<file path="src/rtl/etc_defs.vh">
// constants for the eight-bit timer/event counter pair
`ifndef ETC_DEFS_VH
`define ETC_DEFS_VH

// register index within a channel (address bit 2 picks the channel)
`define ETC_REG_CNT 2'h0
`define ETC_REG_CMP 2'h1
`define ETC_REG_SEL 2'h2
`define ETC_REG_MODE 2'h3

// channel mode control bit positions
`define ETC_CE_BIT 7
`define ETC_PWM_BIT 6
`define ETC_CHAIN_BIT 4
`define ETC_LVS_BIT 3
`define ETC_LVR_BIT 2
`define ETC_INV_BIT 1
`define ETC_OE_BIT 0

// writable bits of the mode registers (chain bit only on the upper channel)
`define ETC_MODE_MASK0 8'hCF
`define ETC_MODE_MASK1 8'hDF

// reset values
`define ETC_CNT_RST 8'h00
`define ETC_CMP_RST 8'h00
`define ETC_SEL_RST 3'h0
`define ETC_MODE_RST 8'h00

// count clock select codes
`define ETC_SEL_EXT_FALL 3'h0
`define ETC_SEL_EXT_RISE 3'h1
`define ETC_SEL_DIV1 3'h2
`define ETC_SEL_DIV2 3'h3
`define ETC_SEL_DIV4 3'h4
`define ETC_SEL_DIV64 3'h5
`define ETC_SEL_DIV256 3'h6
`define ETC_SEL_OTHER 3'h7

`endif

</file>
<file path="src/rtl/etc_clk_select.v">
// count clock selector: prescaler, external edge detect and source mux
`timescale 1ns/100ps
`default_nettype none
`include "etc_defs.vh"

module etc_clk_select
(
  // clock and reset
  input wire core_clk,
  input wire rstn,
  // sources
  input wire ext_in,
  input wire other_match,
  // selection
  input wire [2:0] sel,
  // one-cycle count tick
  output reg tick
);

  reg [7:0] presc_reg;
  reg sync1_reg;
  reg sync2_reg;
  reg sync3_reg;
  wire ext_rise;
  wire ext_fall;

  // free-running prescaler and pin synchroniser
  always @(posedge core_clk)
  begin
    if (!rstn)
    begin
      presc_reg <= 8'h00;
      sync1_reg <= 1'b0;
      sync2_reg <= 1'b0;
      sync3_reg <= 1'b0;
    end
    else
    begin
      presc_reg <= presc_reg + 8'h01;
      sync1_reg <= ext_in;
      sync2_reg <= sync1_reg;
      sync3_reg <= sync2_reg;
    end
  end

  // edges seen only after the second synchroniser stage
  assign ext_rise = sync2_reg & ~sync3_reg;
  assign ext_fall = ~sync2_reg & sync3_reg;

  always @*
  begin
    case (sel)
      `ETC_SEL_EXT_FALL: tick = ext_fall;
      `ETC_SEL_EXT_RISE: tick = ext_rise;
      `ETC_SEL_DIV1: tick = 1'b1;
      `ETC_SEL_DIV2: tick = presc_reg[0];
      `ETC_SEL_DIV4: tick = &presc_reg[1:0];
      `ETC_SEL_DIV64: tick = &presc_reg[5:0];
      `ETC_SEL_DIV256: tick = &presc_reg;
      `ETC_SEL_OTHER: tick = other_match;
      default: tick = 1'b0;
    endcase
  end

endmodule
`default_nettype wire

</file>
<file path="src/rtl/etc_timer_pair.v">
// two 8-bit timer/event counter channels with optional 16-bit chaining
`timescale 1ns/100ps
`default_nettype none
`include "etc_defs.vh"

module etc_timer_pair
(
  // clock and reset
  input wire core_clk,
  input wire rstn,
  // register port
  input wire [2:0] reg_addr,
  input wire reg_wr,
  input wire [7:0] reg_wdata,
  input wire reg_rd,
  output reg [7:0] reg_rdata,
  // count sources
  input wire [1:0] external_count_input,
  input wire other_timer_match_source,
  // timer outputs
  output reg [1:0] timer_output_pin,
  output reg [1:0] match_interrupt
);

  // address decode shared by write and generate logic
  function reg_hit;
    input [2:0] addr;
    input ch;
    input [1:0] r;
    begin
      reg_hit = (addr == {ch, r});
    end
  endfunction

  reg [15:0] cnt_reg;
  reg [15:0] cmp_reg;
  reg [5:0] clk_sel_reg;
  reg [15:0] mode_reg;
  reg [1:0] ff_reg;
  wire [15:0] cnt_next;
  wire [1:0] ff_next;
  wire [1:0] pin_next;
  wire [1:0] irq_next;
  wire [1:0] tick_raw;
  wire chain;
  wire match16;
  wire low_carry;
  integer k;

  // chain bit lives in the upper mode register
  assign chain = mode_reg[8 + `ETC_CHAIN_BIT];
  assign match16 = (cnt_reg == cmp_reg);
  assign low_carry = (cnt_reg[7:0] == 8'hFF);

  genvar i;
  generate
    for (i = 0; i < 2; i = i + 1)
    begin : ch
      localparam [0:0] CH = i;
      wire [7:0] cnt;
      wire [7:0] cmp;
      wire [7:0] mode;
      wire casc;
      wire run;
      wire tick;
      wire pwm;
      wire eq;
      wire step;
      wire evt;
      wire ovf;
      wire pwm_off;
      wire mwr;

      assign cnt = cnt_reg[8*i +: 8];
      assign cmp = cmp_reg[8*i +: 8];
      assign mode = mode_reg[8*i +: 8];
      assign casc = chain & CH;
      // upper half follows the lower count enable when chained
      assign run = casc ? mode_reg[`ETC_CE_BIT] : mode[`ETC_CE_BIT];
      // upper half ticks on the lower channel tick when chained
      assign tick = casc ? tick_raw[0] : tick_raw[i];
      assign pwm = mode[`ETC_PWM_BIT] & ~chain;
      assign eq = chain ? match16 : (cnt == cmp);
      assign step = run & tick;
      // match event outside pwm, lower channel only when chained
      assign evt = step & eq & ~pwm & ~casc;
      assign ovf = step & pwm & (cnt == 8'hFF);
      assign pwm_off = step & pwm & (cnt == cmp);
      assign mwr = reg_wr & reg_hit(reg_addr, CH, `ETC_REG_MODE);

      // clear, hold, restart or free-run step
      assign cnt_next[8*i +: 8] = !run ? `ETC_CNT_RST :
                                  !step ? cnt :
                                  (~pwm & eq) ? `ETC_CNT_RST :
                                  casc ? cnt + {7'h00, low_carry} :
                                  cnt + 8'h01;

      // square wave and pwm share the output flip-flop
      // output flip-flop: software set/reset, pwm edges, toggle
      assign ff_next[i] = (mwr & reg_wdata[`ETC_LVS_BIT] & ~reg_wdata[`ETC_LVR_BIT]) ? 1'b1 :
                          (mwr & reg_wdata[`ETC_LVR_BIT] & ~reg_wdata[`ETC_LVS_BIT]) ? 1'b0 :
                          pwm_off ? 1'b0 :
                          ovf ? 1'b1 :
                          (evt & mode[`ETC_INV_BIT]) ? ~ff_reg[i] :
                          ff_reg[i];

      // pin low when disabled; in pwm the inversion bit picks low-active
      assign pin_next[i] = mode[`ETC_OE_BIT] &
                           (pwm ? (ff_reg[i] ^ mode[`ETC_INV_BIT]) : ff_reg[i]);
      assign irq_next[i] = evt;

      etc_clk_select u_sel
      (
        .core_clk(core_clk),
        .rstn(rstn),
        .ext_in(external_count_input[i]),
        .other_match(other_timer_match_source),
        .sel(clk_sel_reg[3*i +: 3]),
        .tick(tick_raw[i])
      );
    end
  endgenerate

  // register writes and channel state
  always @(posedge core_clk)
  begin
    if (!rstn)
    begin
      cnt_reg <= {`ETC_CNT_RST, `ETC_CNT_RST};
      cmp_reg <= {`ETC_CMP_RST, `ETC_CMP_RST};
      clk_sel_reg <= {`ETC_SEL_RST, `ETC_SEL_RST};
      mode_reg <= {`ETC_MODE_RST, `ETC_MODE_RST};
      ff_reg <= 2'h0;
      timer_output_pin <= 2'h0;
      match_interrupt <= 2'h0;
    end
    else
    begin
      // counter advances from logic only, never by a write
      cnt_reg <= cnt_next;
      ff_reg <= ff_next;
      timer_output_pin <= pin_next;
      match_interrupt <= irq_next;
      for (k = 0; k < 2; k = k + 1)
      begin
        if (reg_wr && reg_hit(reg_addr, k[0], `ETC_REG_CMP))
          cmp_reg[8*k +: 8] <= reg_wdata;
        // only the low three select bits are stored
        if (reg_wr && reg_hit(reg_addr, k[0], `ETC_REG_SEL))
          clk_sel_reg[3*k +: 3] <= reg_wdata[2:0];
      end
      if (reg_wr && reg_hit(reg_addr, 1'b0, `ETC_REG_MODE))
        mode_reg[7:0] <= reg_wdata & `ETC_MODE_MASK0;
      if (reg_wr && reg_hit(reg_addr, 1'b1, `ETC_REG_MODE))
        mode_reg[15:8] <= reg_wdata & `ETC_MODE_MASK1;
    end
  end

  // read data registered one cycle after the read strobe
  always @(posedge core_clk)
  begin
    if (!rstn)
      reg_rdata <= 8'h00;
    else if (reg_rd)
    begin
      case (reg_addr[1:0])
        `ETC_REG_CNT: reg_rdata <= cnt_reg[{reg_addr[2], 3'b000} +: 8];
        `ETC_REG_CMP: reg_rdata <= cmp_reg[{reg_addr[2], 3'b000} +: 8];
        `ETC_REG_SEL: reg_rdata <= {5'h00, (reg_addr[2] ? clk_sel_reg[5:3] : clk_sel_reg[2:0])};
        `ETC_REG_MODE: reg_rdata <= reg_addr[2] ? mode_reg[15:8] : mode_reg[7:0];
        default: reg_rdata <= 8'h00;
      endcase
    end
  end

endmodule
`default_nettype wire

</file>
<file path="config.mk">
export PLATFORM = sky130hd
export DESIGN_NAME = etc_timer_pair
export DESIGN_NICKNAME = d
export VERILOG_FILES = /design/src/rtl/etc_clk_select.v /design/src/rtl/etc_timer_pair.v
export VERILOG_INCLUDE_DIRS = /design/src /design/src/rtl
export SDC_FILE = /design/constraint.sdc
export NUM_CORES = 1
export LEC_CHECK = 0
export BUFFER_PORTS_ARGS = -buffer_cell sky130_fd_sc_hd__buf_2
export CAP_MARGIN = 25
export CORE_MARGIN = 1
export CORE_UTILIZATION = 50
export DETAILED_ROUTE_END_ITERATION = 6
export MAX_ROUTING_LAYER = met4
export PLACE_DENSITY = 0.68
export SLEW_MARGIN = 15
export SYNTH_ARGS = -nofsm -noshare
export SYNTH_HDL_FRONTEND = slang
export SYNTH_SLANG_ARGS = --single-unit
</file>
<file path="constraint.sdc">
create_clock -name core_clk -period 5.2 [get_ports core_clk]
set_clock_uncertainty 0.2 [all_clocks]
set_input_delay 0.78 -clock core_clk [delete_from_list [all_inputs] [get_ports core_clk]]
set_output_delay 0.78 -clock core_clk [all_outputs]
set_load 0.05 [all_outputs]
</file>
==> summary.txt, run 1 <==
Share of layout cells above drive strength 1 - 12.9%
Met2 Use GR - 36.4%
Max-slew violations - 0
Final hold vios - 0
Pwr dens - 288 nW/um^2
Number of buffers created by CTS - 9
Fillcell total - 779
Total GRT Usage - 24.8%
Top-area cell type share of the netlist area - 41.4%
Hold-fix buffers at CTS - 0
Die area - 8790 um^2
Peak Freq - 0.374 GHz
Worst path top cell family by delay - simple AND/OR/NAND/NOR gates
RSZ-0062 raised after global routing - false
Nets - 528
Netlist cell types - 55
Endpoint type of the worst setup path - flip-flop
Total chip power - 1.33 mW
Syn avg cell area - 8.73 um^2
Initial Util - 51.5%
Yosys warnings - 0
Largest net degree at the start of global routing - 61
#FFs+latches synth - 87
Final setup fails - 0
Mapped Area - 4210 um^2
Post-CTS Setup Bufs - 0
Largest cells by area after synthesis - dfxtp_1 (41%), nand2_1 (7.0%), xnor2_1 (5.6%), mux4_2 (5.4%), a21oi_1 (4.8%)
Setup crit start kind - flip-flop
Pre-Repair DR Iteration Count - 6
Ant diodes - 0
Global-route wire length before repair - 16300 um
Gr busiest metal - met2
WL/cell - 15.8 um
Placeable Area - 8180 um^2
Post-DP HPWL - 7070 um
Critical Path Fanout Max - 5
Syn Nets - 505
Clk buf depth - 2
Post-route clock period utilization - 51.4%
Crit path DAT - 2.71 ns
Post-CTS sizing - 0
Vias per cell - 5.73
CTS clock-pin slew for the worst setup and hold paths - 0.09 ns
Slowest cell on the critical path - dfxtp_1
Num Clock Sinks - 87
Starting DRT DRC Count - 253
Leakage power - 1.66 nW
I/O Buffers - 29
Die height - 93.8 um
Top-level I/O count - 30
Most frequent cells after synthesis - dfxtp_1 (87), nand2_1 (78), nor2_1 (52)
Most common flop cell mapped by yosys - dfxtp_1
Crit Path Class - flip-flop to flip-flop
Cell with the most instances after synthesis - dfxtp_1
Critical path buffer and inverter count - 0
ANT nets after route - 0
Area grow syn2layout - 10.3%
Via count - 3523
Die W - 93.8 um
Slew margin rel. - 44.8%
Setup TNS - 0 ns
FP Rows - 33
CP dominant cell by count - ha_1
CTS tree - done
Status - finished clean
Antenna violations before repair - 0
Final Wtd Congestion - 0.835
GR Util met1 - 34.1%
GRT overflow - 0
Max_cap viols - 0
Number of flops mapped to enable cells by yosys - 0
CTS H-tree lvls - 3
Crit-path cells - ha_1 -> and2_1 -> nand4_1 -> nand2_1 -> ha_1 -> nand3_1 -> or2_2 -> o21a_1 -> a22oi_1 -> o41ai_2
Worst EP required - 5.24 ns
Mapped Cells - 482
Worst-margin pin slew - 0.826 ns
Crit path time final - 2.67 ns
Worst-Skew Late Latency - 0.36 ns
Sequential area share after synthesis - 41.4%
Crit-path max cell delay - 0.46 ns
DRC Markers - 0
Min-Delay Path Class - flip-flop to flip-flop
Fraction of registers with async set or reset after synthesis - 0%
Root Driver - clkbuf_8
Max rail drop VDD - 159 uV
Detailed Route WL - 9730 um
Met3 Resource Use GR - 3.72%
Synth area leader - dfxtp_1
Vias in the first global route - 3315
through the flow:
stage | hold slack [ns] | util (%) | instances | cell area, um^2 | setup WS, ns
finish | 0.248 | 56.8 | 615 | 4640 | 2.53
global route | 0.291 | 56.8 | 615 | 4640 | 2.34
CTS | 0.255 | 56.8 | 615 | 4640 | 2.54
detailed placement | 0.222 | 54.0 | 599 | 4410 | 2.19
global placement | 0.213 | 54.0 | 599 | 4410 | 2.23
floorplan | 0.212 | - | 482 | 4210 | 2.88
kinds of logic (layout without fill, tap and decap cells):
group                      Yosys count  count (layout)  share of synthesized area [%]
and+or+nand+nor                    209             209                           22.7
muxes                               26              26                           9.57
buffers and inverters               33              61                           3.21
xor gates and xnor gates            37              37                           7.70
adders and majority gates            5               5                           1.49
AOI/OAI and AO/OA                   85              85                           13.9
DFF                                 87              87                           41.4
area by class of cell:
| type | instances | area, um^2 | area share, % |
|---|---|---|---|
| inverters | 15 | 56.3 | 1.21 |
| clock inverters | 7 | 103 | 2.21 |
| clock buffers | 9 | 124 | 2.67 |
| multi-input cells | 362 | 2330 | 50.3 |
| well taps | 105 | 131 | 2.83 |
| repair buffers | 30 | 153 | 3.29 |
| flip-flops and latches | 87 | 1740 | 37.5 |
cells in the final DEF, fill, tap and decap left out, types with 2 or more instances in the layout:
cell type,count
nand3_1,22
buf_2,29
clkbuf_8,9
dfxtp_1,87
a31oi_1,3
o22ai_1,5
nor2b_1,6
o21ai_0,6
a311oi_1,2
nand2_1,78
xnor2_1,27
bufinv_16,2
ha_1,5
and3_1,7
nor2_1,52
xor2_1,10
inv_6,3
o2111ai_1,2
o221ai_1,2
mux4_2,10
inv_1,14
nand2b_1,9
a41oi_1,2
nand4_1,10
nor3_1,7
mux2i_1,14
a21oi_1,40
and2_1,9
a211oi_1,5
or3_1,4
o221a_2,2
worst paths after layout:
kind                    startpoint               endpoint  slack, ns  cells past startpoint
min          ch[1].u_sel.sync1_reg  ch[1].u_sel.sync2_reg       0.25                      1
max reg2reg             cnt_reg[0]            cnt_reg[15]       2.53                     10
max                     cnt_reg[0]            cnt_reg[15]       2.53                     10
min reg2reg  ch[1].u_sel.sync1_reg  ch[1].u_sel.sync2_reg       0.25                      1
metal layers:
layer  vias to the layer above  routed length, um
met2                       107               4270
li1                       1750                  -
met4                         0                243
met5                         -                  0
met3                        19                515
met1                      1647               4700
report_power, final:
group          leakage, nW  internal, mW  switching, mW
combinational        0.844        0.0335         0.0671
clock                0.111         0.277          0.264
sequential           0.706         0.680         0.0127
total                 1.66         0.990          0.344
(Power assumes the default switching activity.)
==> run 2: changes to the inputs <==
--- a/config.mk
+++ b/config.mk
@@ -6,13 +6,14 @@
 export SDC_FILE = /design/constraint.sdc
 export NUM_CORES = 1
 export LEC_CHECK = 0
+export ABC_AREA = 1
 export BUFFER_PORTS_ARGS = -buffer_cell sky130_fd_sc_hd__buf_2
 export CAP_MARGIN = 25
 export CORE_MARGIN = 1
 export CORE_UTILIZATION = 50
 export DETAILED_ROUTE_END_ITERATION = 6
 export MAX_ROUTING_LAYER = met4
-export PLACE_DENSITY = 0.68
+export PLACE_DENSITY = 0.71
 export SLEW_MARGIN = 15
 export SYNTH_ARGS = -nofsm -noshare
 export SYNTH_HDL_FRONTEND = slang
==> constraint.sdc (replaced) <==
create_clock -name core_clk -period 2.4 [get_ports core_clk]
set_clock_uncertainty 0.2 [all_clocks]
set_input_delay 0.36 -clock core_clk [delete_from_list [all_inputs] [get_ports core_clk]]
set_output_delay 0.36 -clock core_clk [all_outputs]
set_load 0.05 [all_outputs]
==> summary.txt, run 2 <==
Global-route wire length before repair - 17400 um (was 16300 um)
Number of buffers created by CTS - 9 (unchanged)
CTS tree - done (unchanged)
Syn Nets - 639 (was 505)
Vias per cell - 5.47 (was 5.73)
Slew margin rel. - 63.6% (was 44.8%)
Mapped Cells - 616 (was 482)
Starting DRT DRC Count - 271 (was 253)
Placeable Area - 8300 um^2 (was 8180 um^2)
Top-level I/O count - 30 (unchanged)
Most common cell after layout, fill and taps aside - nand2_1 (was dfxtp_1)
Most frequent cells in the layout - nand2_1 (106), nor2_1 (98), dfxtp_1 (83) (was dfxtp_1 (87), nand2_1 (78), nor2_1 (52))
Area grow syn2layout - 11.6% (was 10.3%)
Total GRT Usage - 25.8% (was 24.8%)
DRC Markers - 0 (unchanged)
RSZ-0062 raised after global routing - false (unchanged)
Post-Route Utilization - 58.4% (was 56.8%)
Slowest cell on the critical path - dfxtp_2 (was dfxtp_1)
Crit Path Class - flip-flop to flip-flop (unchanged)
R2r setup slk - 0.23 ns (was 2.53 ns)
Clk pwr share - 36.2% (was 40.5%)
Footprint of the multi-input gates - 2250 um^2 (was 2330 um^2)
Die area - 9060 um^2 (was 8790 um^2)
Via count - 4164 (was 3523)
Placed inst area - 4620 um^2 (was 4410 um^2)
Critical Path Fanout Max - 5 (unchanged)
Sequential share of power - 53.7% (was 51.9%)
Pwr dens - 581 nW/um^2 (was 288 nW/um^2)
Setup TNS - 0 ns (unchanged)
Share of layout cells above drive strength 1 - 13.7% (was 12.9%)
Min-Delay Path Class - input port to flip-flop (was flip-flop to flip-flop)
Number of flops mapped to enable cells by yosys - 0 (unchanged)
Peak Freq - 0.461 GHz (was 0.374 GHz)
Pre-Repair DR Iteration Count - 5 (was 6)
Status - finished clean (unchanged)
Fillcell total - 790 (was 779)
Root Driver - clkbuf_8 (unchanged)
Switching Share - 27.0% (was 25.8%)
P_int - 2.06 mW (was 0.990 mW)
WL/cell - 14.1 um (was 15.8 um)
Met3 Resource Use GR - 4.31% (was 3.72%)
Fraction of registers with async set or reset after synthesis - 0% (unchanged)
Largest net degree at the start of global routing - 35 (was 61)
Most common flop cell mapped by yosys - dfxtp_1 (unchanged)
Post-route insts no fill - 761 (was 615)
Largest cells by area after synthesis - dfxtp_1 (40%), nand2_1 (9.2%), nor2_1 (8.5%), o21ai_0 (7.4%), a21oi_1 (6.7%) (was dfxtp_1 (41%), nand2_1 (7.0%), xnor2_1 (5.6%), mux4_2 (5.4%), a21oi_1 (4.8%))
CTS H-tree lvls - 3 (unchanged)
Final setup fails - 0 (unchanged)
Setup crit start kind - flip-flop (unchanged)
Crit-path cells - ha_1 -> nand4_1 -> nor3_2 -> inv_1 -> nand2_1 -> ha_1 -> ha_1 -> inv_1 -> nor2_4 -> nand2_1 -> o21ai_1 -> a21oi_1 (was ha_1 -> and2_1 -> nand4_1 -> nand2_1 -> ha_1 -> nand3_1 -> or2_2 -> o21a_1 -> a22oi_1 -> o41ai_2)
Initial Util - 52.3% (was 51.5%)
Post-route clock period utilization - 90.5% (was 51.4%)
Max_cap viols - 0 (unchanged)
CP dominant cell by count - ha_1 (unchanged)
Cell with the most instances after synthesis - nand2_1 (was dfxtp_1)
Worst path top cell family by delay - simple AND/OR/NAND/NOR gates (unchanged)
Endpoint type of the worst setup path - flip-flop (unchanged)
Antenna violations before repair - 0 (unchanged)
Mapped Area - 4340 um^2 (was 4210 um^2)
Max-slew violations - 0 (unchanged)
FP Rows - 33 (unchanged)
Sequential area share after synthesis - 40.1% (was 41.4%)
Comb pwr share - 10.1% (was 7.5%)
Critical path buffer and inverter count - 2 (was 0)
Syn avg cell area - 7.05 um^2 (was 8.73 um^2)
Die height - 95.2 um (was 93.8 um)
Post-DP HPWL - 8020 um (was 7070 um)
Post-CTS Setup Bufs - 0 (unchanged)
Ant diodes - 0 (unchanged)
P_sw - 0.759 mW (was 0.344 mW)
Top-area cell type share of the netlist area - 40.1% (was 41.4%)
Worst EP required - 2.45 ns (was 5.24 ns)
Vias in the first global route - 3753 (was 3315)
Gr busiest metal - met2 (unchanged)
Leakage power - 1.95 nW (was 1.66 nW)
GR Util met1 - 32.8% (was 34.1%)
I/O Buffers - 29 (unchanged)
Clk buf depth - 2 (unchanged)
Crit-path max cell delay - 0.37 ns (was 0.46 ns)
Final Wtd Congestion - 0.971 (was 0.835)
Crit path DAT - 2.22 ns (was 2.71 ns)
ANT nets after route - 0 (unchanged)
CTS clock-pin slew for the worst setup and hold paths - 0.09 ns (about the same)
Num Clock Sinks - 87 (unchanged)
Die W - 95.2 um (was 93.8 um)
#FFs+latches synth - 87 (unchanged)
Crit path time final - 2.17 ns (was 2.67 ns)
Worst-margin pin slew - 0.546 ns (was 0.826 ns)
Netlist cell types - 40 (was 55)
Yosys warnings - 0 (unchanged)
Detailed Route WL - 10800 um (was 9730 um)
FF+latch area - 1750 um^2 (was 1740 um^2)
GRT overflow - 0 (unchanged)
Max rail drop VDD - 481 uV (was 159 uV)
Final hold vios - 0 (unchanged)
Met2 Use GR - 42.1% (was 36.4%)
Synth area leader - dfxtp_1 (unchanged)
Nets - 674 (was 528)
Placed cell count - 743 (was 599)
Worst-Skew Late Latency - 0.36 ns (about the same)
Fin area - 4850 um^2 (was 4640 um^2)
Most frequent cells after synthesis - nand2_1 (106), nor2_1 (98), dfxtp_1 (87) (was dfxtp_1 (87), nand2_1 (78), nor2_1 (52))
## run 2: cell count changes after synthesis, sizes merged, moves of 9 or more
| cell | previous run | this run |
|---|---|---|
| and2 | 9 | 0 |
| inv | 15 | 74 |
| a21oi | 40 | 58 |
| nor2 | 52 | 108 |
| nand2b | 9 | 0 |
| xor2 | 10 | 1 |
| mux2i | 14 | 0 |
| nand2 | 78 | 115 |
| mux4 | 11 | 0 |
| o21ai | 7 | 68 |
| xnor2 | 27 | 14 |
## run 2: final timing paths
check	startpoint	to	cells past startpoint
worst max-delay path	cnt_reg[0]	cnt_reg[14]	12
worst min-delay path	reg_wdata[5]	cmp_reg[13]	3
worst max register to register	cnt_reg[0]	cnt_reg[14]	12
worst min register to register	ch[0].u_sel.sync1_reg	ch[0].u_sel.sync2_reg	2
## run 2: metal layers
layer / up-vias / wire (um) / share of wire, %
met2: 173 / 5100 / 47
met3: 15 / 797 / 7.4
met1: 1892 / 4720 / 44
li1: 2084 / - / -
met5: - / 0 / 0
met4: 0 / 149 / 1.4
## run 2: cells by family after synthesis
group | Yosys count | synth area share (%)
AND/OR/NAND/NOR | 268 | 28.8
AO/OA/AOI/OAI | 149 | 18.5
buffers and inverters | 92 | 8.07
flip-flops | 87 | 40.1
XOR/XNOR | 15 | 3.03
adder cells (fa/ha/maj) | 5 | 1.44
## run 2: per-stage QoR
stage	power (mW)	hold slack, ns	setup slack (ns)
finish	2.82	0.0810	0.229
global placement	1.82	0.209	0.240
detailed placement	1.82	0.209	0.109
CTS	2.83	0.0666	0.0767
floorplan	1.73	0.190	0.402
global route	2.94	0.0902	0.0189
## run 2: power groups by stage
stage          Clock [mW]  Combinational [mW]  Sequential [mW]
2_1_floorplan           0               0.181             1.55
3_3_place_gp            0               0.276             1.54
3_5_place_dp            0               0.278             1.54
4_1_cts              1.04               0.282             1.51
5_1_grt              1.10               0.316             1.52
6_report             1.02               0.285             1.51
## run 2: final cells by class
type / instances / area share [%]
clock buffer: 10 / 2.63
clock inverter: 6 / 1.42
inverter: 76 / 5.89
multi-input combinational: 437 / 46.5
sequential: 87 / 36.0
tap: 105 / 2.71
timing repair buffer: 40 / 4.80
## run 2: worst register-to-register path, cell delays in order (launching register included)
cell	delay, ns
dfxtp_2	0.37
ha_1	0.19
nand4_1	0.12
nor3_2	0.17
inv_1	0.11
nand2_1	0.08
ha_1	0.18
ha_1	0.17
inv_1	0.07
nor2_4	0.13
nand2_1	0.08
o21ai_1	0.12
a21oi_1	0.07
## run 2: repair_timing
item | in CTS | in global routing
resized for setup | 0 | 5
hold buffers | 2 | 0
endpoints found under the hold margin | 2 | 0
setup endpoints to repair | 0 | 3
==> run 3: changes to the inputs <==
--- a/config.mk
+++ b/config.mk
@@ -6,7 +6,7 @@
 export SDC_FILE = /design/constraint.sdc
 export NUM_CORES = 1
 export LEC_CHECK = 0
-export ABC_AREA = 1
+export ABC_AREA = 0
 export BUFFER_PORTS_ARGS = -buffer_cell sky130_fd_sc_hd__buf_2
 export CAP_MARGIN = 25
 export CORE_MARGIN = 1
==> summary.txt, run 3 (synthesis gave the netlist of run 1 again) <==
Area grow syn2layout - 15.5% (was 11.6%)
Most frequent cells in the layout - dfxtp_1 (82), nand2_1 (78), nor2_1 (52) (was nand2_1 (106), nor2_1 (98), dfxtp_1 (83))
Worst setup path end - cnt_reg[15] (was cnt_reg[14])
RSZ-0062 raised after global routing - false (unchanged)
P_int - 1.97 mW (was 2.06 mW)
Leakage power - 1.77 nW (was 1.95 nW)
Post-DP HPWL - 7370 um (was 8020 um)
Largest net degree at the start of global routing - 59 (was 35)
CTS clock-pin slew for the worst setup and hold paths - 0.09 ns (about the same)
WL/cell - 16.0 um (was 14.1 um)
Total GRT Usage - 25.6% (was 25.8%)
Setup crit start kind - flip-flop (unchanged)
FF+latch area - 1750 um^2 (about the same)
Worst-Skew Late Latency - 0.36 ns (about the same)
GRT overflow - 0 (unchanged)
Num Clock Sinks - 87 (unchanged)
Initial Util - 51.5% (was 52.3%)
Clk buf depth - 2 (unchanged)
Footprint of the multi-input gates - 2400 um^2 (was 2250 um^2)
Peak Freq - 0.441 GHz (was 0.461 GHz)
Vias per cell - 5.66 (was 5.47)
P_sw - 0.733 mW (was 0.759 mW)
Die W - 93.8 um (was 95.2 um)
Via count - 3621 (was 4164)
Top-level I/O count - 30 (unchanged)
Max rail drop VDD - 256 uV (was 481 uV)
RR Endpoint - cnt_reg[15] (was cnt_reg[14])
Final setup fails - 0 (unchanged)
CP Launch Point - cnt_reg[0] (unchanged)
Fillcell total - 703 (was 790)
ANT nets after route - 0 (unchanged)
Ant diodes - 0 (unchanged)
CTS H-tree lvls - 3 (unchanged)
Max_cap viols - 0 (unchanged)
Global-route wire length before repair - 16900 um (was 17400 um)
Endpoint type of the worst setup path - flip-flop (unchanged)
Comb pwr share - 9.0% (was 10.1%)
Crit path time final - 2.27 ns (was 2.17 ns)
Die area - 8790 um^2 (was 9060 um^2)
Detailed Route WL - 10200 um (was 10800 um)
Min-Delay Path Class - input port to flip-flop (unchanged)
Share of layout cells above drive strength 1 - 19.4% (was 13.7%)
Pwr dens - 556 nW/um^2 (was 581 nW/um^2)
Placeable Area - 8180 um^2 (was 8300 um^2)
Worst-margin pin slew - 0.617 ns (was 0.546 ns)
Pre-CTS setup slack - -0.00273 ns (was 0.109 ns)
Status - finished clean (unchanged)
Most common cell after layout, fill and taps aside - dfxtp_1 (was nand2_1)
Sequential share of power - 55.5% (was 53.7%)
DRC Markers - 0 (unchanged)
FP Rows - 33 (unchanged)
Nets - 553 (was 674)
Max-slew violations - 0 (unchanged)
Setup TNS - 0 ns (unchanged)
Worst EP required - 2.44 ns (was 2.45 ns)
Clk pwr share - 35.5% (was 36.2%)
Switching Share - 27.1% (was 27.0%)
Reg2reg path depth - 10 (was 12)
Post-route clock period utilization - 94.5% (was 90.5%)
FF-to-FF Start - cnt_reg[0] (unchanged)
Final hold vios - 0 (unchanged)
CTS tree - done (unchanged)
Antenna violations before repair - 0 (unchanged)
Vias in the first global route - 3355 (was 3753)
Slew margin rel. - 58.9% (was 63.6%)
Root Driver - clkbuf_8 (unchanged)
Crit Path Class - flip-flop to flip-flop (unchanged)
Die height - 93.8 um (was 95.2 um)
I/O Buffers - 29 (unchanged)
Number of buffers created by CTS - 9 (unchanged)
Crit path DAT - 2.31 ns (was 2.22 ns)
R2r setup slk - 0.13 ns (was 0.23 ns)
Final setup margin - 0.132 ns (was 0.229 ns)
Pre-Repair DR Iteration Count - 6 (was 5)
Post-CTS Setup Bufs - 0 (unchanged)
Final Wtd Congestion - 0.864 (was 0.971)
Critical Path Fanout Max - 3 (was 5)
Starting DRT DRC Count - 269 (was 271)
[run 3: cell types whose count changed in the layout (fill, tap and decap cells not counted), moves of 7 or more]
cell / delta
nand2_1: -28
mux4_2: +10
nor2_1: -46
a21oi_1: -19
mux2i_1: +14
buf_4: +15
xnor2_1: +13
xor2_1: +9
nand2b_1: +8
inv_1: -55
and2_1: +8
o21ai_0: -58
a22oi_1: -7
[run 3: worst min path at each step]
stage,startpoint,to,cells past startpoint
finish,reg_wdata[5],cmp_reg[13],3
global route,reg_wdata[5],cmp_reg[13],3
CTS,reg_wdata[5],cmp_reg[13],3
detailed placement,ch[1].u_sel.sync1_reg,ch[1].u_sel.sync2_reg,1
global placement,ch[1].u_sel.sync1_reg,ch[1].u_sel.sync2_reg,1
floorplan,ch[0].u_sel.sync1_reg,ch[0].u_sel.sync2_reg,1
[run 3: final cells by class]
| cell class | instances | share of cell area, % |
|---|---|---|
| clock buffers | 10 | 2.83 |
| clock inverters | 6 | 0.900 |
| inverters | 15 | 1.16 |
| multi-input cells | 362 | 49.4 |
| flip-flops and latches | 87 | 35.9 |
| well taps | 105 | 2.70 |
| repair buffers | 55 | 7.10 |
[run 3: per-layer routing]
metal  GRT usage (%)  wire, um
met1            34.5      4740
met2            39.1      4720
met3            3.96       560
met5               -         0
met4            9.10       195
[run 3: what timing repair did]
item                       4_1_cts  5_1_grt
resized for setup                1       18
pin swaps                        2        2
setup endpoints to repair        1       17
hold buffers                     2        0
hold endpoints to repair         2        0
[run 3: worst max-delay path, stage by stage (launching register included)]
cell	delay (ns)
dfxtp_2	0.33
ha_2	0.17
and2_4	0.14
nand4_1	0.18
nand2_1	0.15
ha_2	0.20
nand3_2	0.09
or2_4	0.26
o21a_1	0.19
a22oi_2	0.14
o41ai_2	0.10
[run 3: power by group through the flow]
stage	Sequential, mW	Combinational, mW	Clock [mW]
after floorplan	1.55	0.135	0
final	1.50	0.242	0.960
after CTS	1.50	0.236	0.975
after detailed placement	1.53	0.232	0
after global routing	1.51	0.265	1.04
after global placement	1.53	0.228	0
[run 3: metrics by stage]
stage | std cells | hold WS [ns] | total power, mW | util (%) | cell area, um^2
floorplan | 482 | 0.212 | 1.68 | - | 4210
global placement | 622 | 0.214 | 1.76 | 56.1 | 4590
detailed placement | 622 | 0.219 | 1.77 | 56.1 | 4590
CTS | 640 | 0.0449 | 2.71 | 58.6 | 4790
global route | 640 | 0.0544 | 2.81 | 59.5 | 4860
finish | 640 | 0.0529 | 2.70 | 59.5 | 4860
